**src/qrvl_pkg.sv**
```systemverilog
package qrvl_pkg;
    localparam int CLK_HZ              = 20_000_000;
    localparam int CLK_NS              = 50;
    // jitter triangle, 50 mV full scale in 1 mV codes, 250 Hz
    localparam int JIT_AMP_MV          = 50;
    localparam int JIT_RATE_HZ         = 250;
    localparam int JIT_STEP_CYC        = CLK_HZ / (JIT_RATE_HZ * 2 * JIT_AMP_MV);
    localparam int DEMAG_TRIG_MV       = 55;
    // valley timeouts
    localparam int STEADY_TOUT_NS      = 6000;
    localparam int STARTUP_TOUT_US     = 100;
    localparam int STEADY_TOUT_CYC     = STEADY_TOUT_NS / CLK_NS;
    localparam int STARTUP_TOUT_CYC    = STARTUP_TOUT_US * 1000 / CLK_NS;
    // frequency clamps
    localparam int FREQ_LIMIT_PIN_HZ             = 140_000;
    localparam int FREQ_LIMIT_PIN_CYC            = (CLK_HZ + FREQ_LIMIT_PIN_HZ - 1) / FREQ_LIMIT_PIN_HZ;
    localparam int FMIN_HZ             = 25_000;
    localparam int FMIN_CYC            = CLK_HZ / FMIN_HZ;
    localparam int FREQ_LIMIT_OFF_MV   = 3000;
    // foldback
    localparam int FB_ENTRY_MV         = 800;
    localparam int FB_EXIT_MV          = 750;
    localparam int FB_FLOOR_MV         = 400;
    localparam int PEAK_BOOST_MV       = 400;
    localparam int MAX_DEAD_NS         = 36000;
    localparam int MAX_DEAD_CYC        = MAX_DEAD_NS / CLK_NS;
    localparam int LOCKOUT_MS          = 1;
    localparam int LOCKOUT_CYC         = LOCKOUT_MS * 1_000_000 / CLK_NS;
    localparam int VALLEY_HYST_MV      = 600;
    localparam int NUM_VALLEYS         = 6;
    localparam int FB_W                = 12;
    localparam int CNT_W               = 16;
    localparam int MV_W                = 12;
    localparam logic [2:0] VALLEY_MIN  = 3'h1;
    localparam logic [2:0] VALLEY_MAX  = 3'h6;
    localparam int FALL_MV [1:5] = '{1400, 1200, 1100, 1000, 900};
    localparam int RISE_MV [1:5] = '{2000, 1800, 1700, 1600, 1500};

    typedef enum logic [1:0] {
        QRVL_ON   = 2'b00,
        QRVL_WAIT = 2'b01,
        QRVL_HUNT = 2'b11,
        QRVL_DEAD = 2'b10
    } qrvl_state_t;
endpackage : qrvl_pkg

```
**src/qrvl_sync_if.sv**
```systemverilog
`timescale 1ns/100ps
`default_nettype none
interface qrvl_sync_if;
    logic raw;
    logic level;
    logic fall;
    modport src (output raw);
    modport dst (output level, output fall, input raw);
endinterface : qrvl_sync_if
`default_nettype wire

```
**src/qrvl_switch_ctrl.sv**
```systemverilog
// Overview of operation
// - 0-50 mV triangle at 250 Hz added
// - jitter polarity flips every switching cycle
// - demag input below 55 mV marks valley
// - valley starts pulse or advances valley count
// - target valley one to six from feedback
// - valley held within 600 mV hysteresis band
// - fixed falling and rising valley thresholds
// - timeout after demag counts as valley
// - steady valley timeout is 6 us
// - soft-start stretches timeout to 100 us
// - consecutive timeouts count toward target valley
// - max frequency clamp off, pin-set or 140 kHz
// - limit pin sets clamp, above 3 V disables
// - sixth valley under 0.8 V enters foldback
// - dead-time zero at 0.8 V, 36 us at 0.4 V
// - forced cycle keeps frequency above 25 kHz once a valley is counted
// - no dead-time before foldback engaged
// - foldback lowers peak setpoint from 0.4 V toward 0
// - foldback exits above 0.75 V
// - 1 ms lockout after every foldback change
// - skip or fifth-valley level exits at once
`timescale 1ns/100ps
`default_nettype none
module qrvl_switch_ctrl #(
    parameter int FB_W         = qrvl_pkg::FB_W,
    parameter int LOCKOUT_CYC  = qrvl_pkg::LOCKOUT_CYC,
    parameter int CLAMP_CYC    = qrvl_pkg::FREQ_LIMIT_PIN_CYC
) (
    input  wire logic            ref_clk,
    input  wire logic            sys_rst,
    input  wire logic            demag_below_thresh,
    input  wire logic            cs_trip,
    input  wire logic [FB_W-1:0] feedback_level,
    input  wire logic            feedback_below_skip,
    input  wire logic            soft_start,
    input  wire logic            freq_limit_enable,
    input  wire logic            freq_limit_pin_high,
    input  wire logic [15:0]     freq_limit_cyc,
    output logic                 gate_pulse,
    output logic                 jitter_negative,
    output logic [5:0]           jitter_mv,
    output logic [2:0]           valley_hold,
    output logic                 foldback_mode,
    output logic                 rapid_foldback,
    output logic [11:0]          peak_floor_mv,
    output logic [11:0]          peak_limit_mv
);
    localparam logic [15:0] STEADY_T  = 16'(qrvl_pkg::STEADY_TOUT_CYC);
    localparam logic [15:0] STARTUP_T = 16'(qrvl_pkg::STARTUP_TOUT_CYC);
    localparam logic [15:0] FMIN_T    = 16'(qrvl_pkg::FMIN_CYC);
    localparam logic [15:0] DEAD_T    = 16'(qrvl_pkg::MAX_DEAD_CYC);
    localparam logic [FB_W-1:0] ENTRY = FB_W'(qrvl_pkg::FB_ENTRY_MV);
    localparam logic [FB_W-1:0] EXIT  = FB_W'(qrvl_pkg::FB_EXIT_MV);
    localparam logic [FB_W-1:0] FLOOR = FB_W'(qrvl_pkg::FB_FLOOR_MV);

    qrvl_sync_if demag_if ();
    qrvl_sync_if cs_if ();
    assign demag_if.raw = demag_below_thresh;
    assign cs_if.raw    = cs_trip;

    qrvl_sync u_demag_sync (
        .ref_clk (ref_clk),
        .sys_rst (sys_rst),
        .s       (demag_if)
    );
    qrvl_sync u_cs_sync (
        .ref_clk (ref_clk),
        .sys_rst (sys_rst),
        .s       (cs_if)
    );

    qrvl_pkg::qrvl_state_t state;
    logic [15:0] period_cnt;
    logic [15:0] tout_cnt;
    logic [15:0] dead_cnt;
    logic [15:0] dead_target;
    logic [2:0]  valley_cnt;
    logic [31:0] lock_cnt;
    logic [15:0] jit_div;
    logic        jit_up;
    logic [15:0] clamp_cyc;
    logic        clamp_ok;
    logic        valley_evt;
    logic        tout_evt;
    logic [15:0] tout_len;
    logic [FB_W-1:0] fb_span;
    logic [FB_W-1:0] fifth_rise;

    // comparator flags arrive through synchronisers
    assign tout_len   = soft_start ? STARTUP_T : STEADY_T;
    assign tout_evt   = (state == qrvl_pkg::QRVL_HUNT) && (tout_cnt >= tout_len);
    assign valley_evt = demag_if.fall || tout_evt;
    // fifth-valley level is where the sixth hands back to the fifth
    assign fifth_rise = FB_W'(qrvl_pkg::RISE_MV[5]);

    // clamp: pin high disables, else pin resistor or fixed 140 kHz
    always_comb begin
        clamp_cyc = 16'(CLAMP_CYC);
        if (freq_limit_cyc != 16'h0000) begin
            clamp_cyc = freq_limit_cyc;
        end
        clamp_ok = !freq_limit_enable || freq_limit_pin_high || (period_cnt >= clamp_cyc);
    end

    // dead-time linear in feedback between 0.8 V and 0.4 V
    always_comb begin
        if (feedback_level >= ENTRY) begin
            fb_span = '0;
        end else if (feedback_level <= FLOOR) begin
            fb_span = ENTRY - FLOOR;
        end else begin
            fb_span = ENTRY - feedback_level;
        end
        dead_target = 16'((32'(fb_span) * 32'(DEAD_T)) / 32'(ENTRY - FLOOR));
    end

    // valley selection with hysteresis
    always_ff @(posedge ref_clk or posedge sys_rst) begin
        if (sys_rst) begin
            valley_hold <= qrvl_pkg::VALLEY_MIN;
        end else begin
            if (valley_hold < qrvl_pkg::VALLEY_MAX &&
                feedback_level < FB_W'(qrvl_pkg::FALL_MV[valley_hold])) begin
                valley_hold <= valley_hold + 3'h1;
            end else if (valley_hold > qrvl_pkg::VALLEY_MIN &&
                         feedback_level >= FB_W'(qrvl_pkg::RISE_MV[valley_hold - 3'h1])) begin
                valley_hold <= valley_hold - 3'h1;
            end
        end
    end

    // foldback entry/exit with lockout
    always_ff @(posedge ref_clk or posedge sys_rst) begin
        if (sys_rst) begin
            rapid_foldback <= 1'b0;
            lock_cnt       <= '0;
        end else begin
            if (lock_cnt != 32'h0) begin
                lock_cnt <= lock_cnt - 32'h1;
            end
            if (rapid_foldback && (feedback_below_skip || feedback_level >= fifth_rise)) begin
                rapid_foldback <= 1'b0;
                lock_cnt       <= 32'(LOCKOUT_CYC);
            end else if (lock_cnt == 32'h0) begin
                if (!rapid_foldback && valley_hold == qrvl_pkg::VALLEY_MAX && feedback_level <= ENTRY) begin
                    rapid_foldback <= 1'b1;
                    lock_cnt       <= 32'(LOCKOUT_CYC);
                end else if (rapid_foldback && feedback_level > EXIT) begin
                    rapid_foldback <= 1'b0;
                    lock_cnt       <= 32'(LOCKOUT_CYC);
                end
            end
        end
    end

    // peak setpoint: boosted floor, linear reduction in foldback
    always_ff @(posedge ref_clk or posedge sys_rst) begin
        if (sys_rst) begin
            foldback_mode <= 1'b0;
            peak_floor_mv <= '0;
            peak_limit_mv <= '0;
        end else begin
            foldback_mode <= rapid_foldback;
            peak_floor_mv <= rapid_foldback ? 12'(qrvl_pkg::PEAK_BOOST_MV) : 12'h000;
            peak_limit_mv <= rapid_foldback ? 12'(qrvl_pkg::PEAK_BOOST_MV) - 12'(fb_span) : 12'h000;
        end
    end

    // switching cycle
    always_ff @(posedge ref_clk or posedge sys_rst) begin
        if (sys_rst) begin
            state      <= qrvl_pkg::QRVL_WAIT;
            gate_pulse <= 1'b0;
            period_cnt <= '0;
            tout_cnt   <= '0;
            dead_cnt   <= '0;
            valley_cnt <= '0;
        end else begin
            period_cnt <= (period_cnt == 16'hFFFF) ? period_cnt : period_cnt + 16'h1;
            unique case (state)
                qrvl_pkg::QRVL_ON: begin
                    if (cs_if.level) begin
                        gate_pulse <= 1'b0;
                        state      <= qrvl_pkg::QRVL_WAIT;
                    end
                end
                qrvl_pkg::QRVL_WAIT: begin
                    // demag start: ringing must begin before hunting
                    if (!demag_if.level) begin
                        state      <= qrvl_pkg::QRVL_HUNT;
                        tout_cnt   <= '0;
                        valley_cnt <= '0;
                    end
                end
                qrvl_pkg::QRVL_HUNT: begin
                    tout_cnt <= demag_if.fall ? 16'h0000 : tout_cnt + 16'h1;
                    if (tout_evt) begin
                        tout_cnt <= '0;
                    end
                    if (period_cnt >= FMIN_T && valley_cnt != 3'h0) begin
                        gate_pulse <= 1'b1;
                        period_cnt <= '0;
                        state      <= qrvl_pkg::QRVL_ON;
                    end else if (valley_evt) begin
                        if (valley_cnt + 3'h1 >= valley_hold && clamp_ok) begin
                            if (rapid_foldback && dead_target != 16'h0000) begin
                                dead_cnt <= '0;
                                state    <= qrvl_pkg::QRVL_DEAD;
                            end else begin
                                gate_pulse <= 1'b1;
                                period_cnt <= '0;
                                state      <= qrvl_pkg::QRVL_ON;
                            end
                        end else if (valley_cnt != qrvl_pkg::VALLEY_MAX) begin
                            valley_cnt <= valley_cnt + 3'h1;
                        end
                    end
                end
                qrvl_pkg::QRVL_DEAD: begin
                    dead_cnt <= dead_cnt + 16'h1;
                    if (dead_cnt >= dead_target || period_cnt >= FMIN_T) begin
                        gate_pulse <= 1'b1;
                        period_cnt <= '0;
                        state      <= qrvl_pkg::QRVL_ON;
                    end
                end
            endcase
        end
    end

    // jitter triangle and per-cycle polarity
    always_ff @(posedge ref_clk or posedge sys_rst) begin
        if (sys_rst) begin
            jit_div         <= '0;
            jit_up          <= 1'b1;
            jitter_mv       <= '0;
            jitter_negative <= 1'b0;
        end else begin
            if (jit_div == 16'(qrvl_pkg::JIT_STEP_CYC - 1)) begin
                jit_div <= '0;
                if (jit_up) begin
                    jitter_mv <= jitter_mv + 6'h01;
                    jit_up    <= (jitter_mv != 6'(qrvl_pkg::JIT_AMP_MV - 1));
                end else begin
                    jitter_mv <= jitter_mv - 6'h01;
                    jit_up    <= (jitter_mv == 6'h01);
                end
            end else begin
                jit_div <= jit_div + 16'h1;
            end
            if (state == qrvl_pkg::QRVL_ON && cs_if.level) begin
                jitter_negative <= ~jitter_negative;
            end
        end
    end
endmodule : qrvl_switch_ctrl
`default_nettype wire

```
**src/qrvl_sync.sv**
```systemverilog
`timescale 1ns/100ps
`default_nettype none
module qrvl_sync (
    input  wire logic ref_clk,
    input  wire logic sys_rst,
    qrvl_sync_if.dst  s
);
    logic s1;
    logic s2;
    logic s3;
    logic level_q;

    // three stages; the level moves only when stages two and three agree
    always_ff @(posedge ref_clk or posedge sys_rst) begin
        if (sys_rst) begin
            s1 <= 1'b0;
            s2 <= 1'b0;
            s3 <= 1'b0;
        end else begin
            s1 <= s.raw;
            s2 <= s1;
            s3 <= s2;
        end
    end

    always_ff @(posedge ref_clk or posedge sys_rst) begin
        if (sys_rst) begin
            level_q <= 1'b0;
        end else if (s2 == s3) begin
            level_q <= s3;
        end
    end

    assign s.level = level_q;
    assign s.fall  = level_q & (s2 == s3) & ~s3;
endmodule : qrvl_sync
`default_nettype wire

```
**config.mk**
```make
export PLATFORM = sky130hd
export DESIGN_NAME = qrvl_switch_ctrl
export DESIGN_NICKNAME = d
export VERILOG_FILES = /design/src/qrvl_pkg.sv /design/src/qrvl_sync_if.sv /design/src/qrvl_switch_ctrl.sv /design/src/qrvl_sync.sv
export SDC_FILE = /design/constraint.sdc
export NUM_CORES = 1
export LEC_CHECK = 0
export ABC_AREA = 0
export BUFFER_PORTS_ARGS = -buffer_cell sky130_fd_sc_hd__buf_2
export CORE_UTILIZATION = 35
export CTS_BUF_LIST = sky130_fd_sc_hd__clkbuf_8
export CTS_CLUSTER_DIAMETER = 30
export CTS_CLUSTER_SIZE = 30
export DETAILED_ROUTE_END_ITERATION = 16
export GPL_TIMING_DRIVEN = 1
export PLACE_DENSITY_LB_ADDON = 0.1
export REMOVE_ABC_BUFFERS = 1
export SKIP_LAST_GASP = 1
export SLEW_MARGIN = 0
export SYNTH_ARGS = -nofsm -noshare
export SYNTH_HDL_FRONTEND = slang
export SYNTH_SLANG_ARGS = --single-unit
```
**constraint.sdc**
```tcl
create_clock -name ref_clk -period 6.8 [get_ports ref_clk]
set_clock_uncertainty 0.2 [all_clocks]
set_input_delay 1.36 -clock ref_clk [delete_from_list [all_inputs] [get_ports ref_clk]]
set_output_delay 1.36 -clock ref_clk [all_outputs]
set_load 0.005 [all_outputs]
```
==> results.md <==
- Run status: finished with violations
- Failing checks: negative setup slack
- Max cap viols: 0
- Drc violations: 0
- First-pass GRT wire length: 64.1 mm
- CTS tree: yes
- Total wire length: 38.9 mm
- Synth Flop Type: dfrtp_1
- Register bit total from synthesis: 135
- DR WL/cell: 15.5 um
- Total grt overflow: 0
- Clock Pin Slew Worst Setup and Hold Paths: 80 ps
- CTS Root Buffer Type: clkbuf_8
- Antenna viol nets, final: 0
- Syn Area/Cell: 8.32 um^2
- Die width: 196 um
- Slew Limit Fails: 0
- I/O pin cnt: 73
- Critical path endpoint category: flop
- Number of synthesized flops with an enable pin: 0
- Cell Area, Placed: 16,300 um^2
- Seq/Total Area, Yosys: 0.256
- Vias in the first global route: 12,600
- PortBufs: 63
- Largest cells by area after synthesis: dfrtp_1 (25%), ha_1 (11%), nor2_1 (5.0%), xnor2_1 (5.0%), nand2_1 (3.4%)
- Area growth syn-to-layout: 38.9%
- H-tree Lvls: 4
- Synth Cell Area: 13,200 um^2
- Crit-path most repeated cell: buf_4
- Area leader, netlist: dfrtp_1
- Hold-fix buffers, CTS: 0
- Initial Utilization: 0.359
- Max clock buf depth: 2
- Share of cells above drive strength 1: 0.350
- Clk Latency, worst-skew pair: 470 ps
- RSZ-0062 raised after global routing: yes
- Fraction of registers with async set/reset: 1.00
- Detailed placement HPWL: 29.1 mm
- Final worst slack: -7660 ps
- CORE AREA: 36,900 um^2
- Library cells used by synthesis: 116
- Die height: 196 um
- Vias per std cell: 5.21
- Hold Crit Class: flop to flop
- Post-synthesis instance total: 1,589
- Num CTS Buffers: 17
- Routability cong.: 0.878
- Antenna cells: 0
- Yosys warning count: 0
- Antenna violations before repair: 0
- Final Cell Area: 18,400 um^2
- Final-stage net count: 2,159
- Startpoint types: input port
- Slowest cell on the critical path: fa_1
- Worst slew margin: 0.314
- Row count: 70
- DR iter-0 viols: 793
- Detailed Routing Iterations Pass 1: 7
- Reg2Reg Setup Slack: 2390 ps
- Largest net degree at the start of global routing: 92
- Top cell type's share of synthesized area: 0.250
- CP max stage delay: 530 ps
- Worst Tran Pin Value: 1030 ps
- Critical path class: input port to flop
- GRT Util Overall: 0.203
- CTS Sinks: 135
- Fin. Hold Viols: 0
- Final min period: 14,460 ps
- Period Utilization, post-route: 2.13
- FMAX: 69.2 MHz
- Final setup viols: 35
- Full die area: 38,600 um^2
- Worst EP required: 6990 ps
- Worst-path fanout max: 8
- Via Count: 13,100
- Data arrival, critical path: 14,650 ps
==> final cells by class <==
| cell class | instances | area (um^2) |
|---|---|---|
| sequential | 135 | 3380 |
| multi-input combinational | 1318 | 10400 |
| inverter | 100 | 394 |
| clock inverter | 11 | 193 |
| clock buffer | 21 | 289 |
| tap | 504 | 631 |
| timing repair buffer | 421 | 3130 |
| fill | 3493 | 18500 |
==> kinds of logic after synthesis <==
family                   Yosys count  synth area share
AND/OR/NAND/NOR                  609             0.231
AO/OA/AOI/OAI                    412             0.229
buffers and inverters            152            0.0479
adder cells (fa/ha/maj)          138             0.138
flip-flops                       135             0.256
XOR/XNOR                         123            0.0837
multiplexers                      18            0.0146
other                              2          0.000568
==> worst paths after layout <==
path / cells after the start / to / start
max: 77 / period_cnt[12]$_DFF_PP0_ / feedback_level[0]
min: 0 / u_demag_sync.s2$_DFF_PP0_ / u_demag_sync.s1$_DFF_PP0_
max reg2reg: 27 / state[1]$_DFFE_PP0P_ / period_cnt[0]$_DFF_PP0_
min reg2reg: 0 / u_demag_sync.s2$_DFF_PP0_ / u_demag_sync.s1$_DFF_PP0_
max in group asynchronous: 3 / valley_cnt[2]$_DFFE_PP0P_ / sys_rst
min in group asynchronous: 2 / tout_cnt[6]$_DFFE_PP0P_ / sys_rst
==> Yosys cell counts (all sizes together) (6+ instances only) <==
master     n
a2111oi    8
dfrtp    132
o22ai     10
or2       15
nand3     51
mux2       7
buf       27
and3      24
o311ai     8
a21boi     9
nor3      49
nor2     178
maj3       8
or3       19
nor2b     19
a211o      7
fa        15
nand2b    23
o31ai     15
nand4     22
a221oi     7
mux2i     11
a21oi     88
and4       7
a211oi    18
or4       14
ha       115
o221ai     6
o21a       8
o211ai    26
o2bb2ai    6
a21o      21
xor2      46
xnor2     77
nor4      27
clkbuf    25
inv       99
o2111ai    7
and2      21
a31oi     22
o21ai     97
nand2    123
==> metal layers <==
metal  vias to the layer above  share of wire  wire length [um]  GRT usage
met3                        40          0.038              1480     0.0318
met1                      6211           0.49             19200      0.291
met2                       255           0.45             17700      0.319
met4                         0          0.014               525     0.0417
met5                         -              0                 0          0
li1                       6582              -                 -          -
==> registers in the layout, summed over array words and instances, names as in the netlist, 6 cells and up <==
| register | cells |
|---|---|
| dead_cnt | 16 |
| jitter_mv | 6 |
| period_cnt | 16 |
| tout_cnt | 16 |
| peak_limit_mv | 12 |
| lock_cnt | 32 |
| jit_div | 16 |
==> per-stage QoR <==
stage | util | TNS (ps) | hold WS, ps | setup slack (ps) | std cells
2_1_floorplan | - | -275150 | 131 | -8820 | 1552
3_3_place_gp | 0.441 | -277250 | 134 | -9020 | 2420
3_5_place_dp | 0.441 | -280030 | 140 | -9170 | 2420
4_1_cts | 0.476 | -239520 | 153 | -7750 | 2481
5_1_grt | 0.498 | -257230 | 161 | -8340 | 2510
6_report | 0.498 | -236530 | 152 | -7660 | 2510
==> layout by cell type, fill, tap and decap left out, types with 61 or more instances in the layout <==
cell,instances
ha_1,102
buf_4,339
buf_2,61
xnor2_1,70
inv_1,88
dfrtp_1,132
nand2_1,109
o21ai_0,70
a21oi_1,63
nor2_1,155
==> critical path, delay by kind of cell <==
family | cells | cell delay [ps]
xor+xnor | 3 | 580
simple gates | 19 | 2380
buf+inv | 16 | 1850
compound gates | 32 | 6310
fa+ha+maj | 6 | 1850
mux | 1 | 290
==> timing repair <==
item | in CTS | in global routing
setup endpoints to repair | 35 | 35
buffers inserted | 28 | 31
cloned | 2 | 0
gates resized for setup | 121 | 135
pin swaps | 94 | 121
hold endpoints to repair | 0 | 0
Power is not shown: default switching activity piles up to over one toggle a cycle in this logic, so the estimate is an artifact.
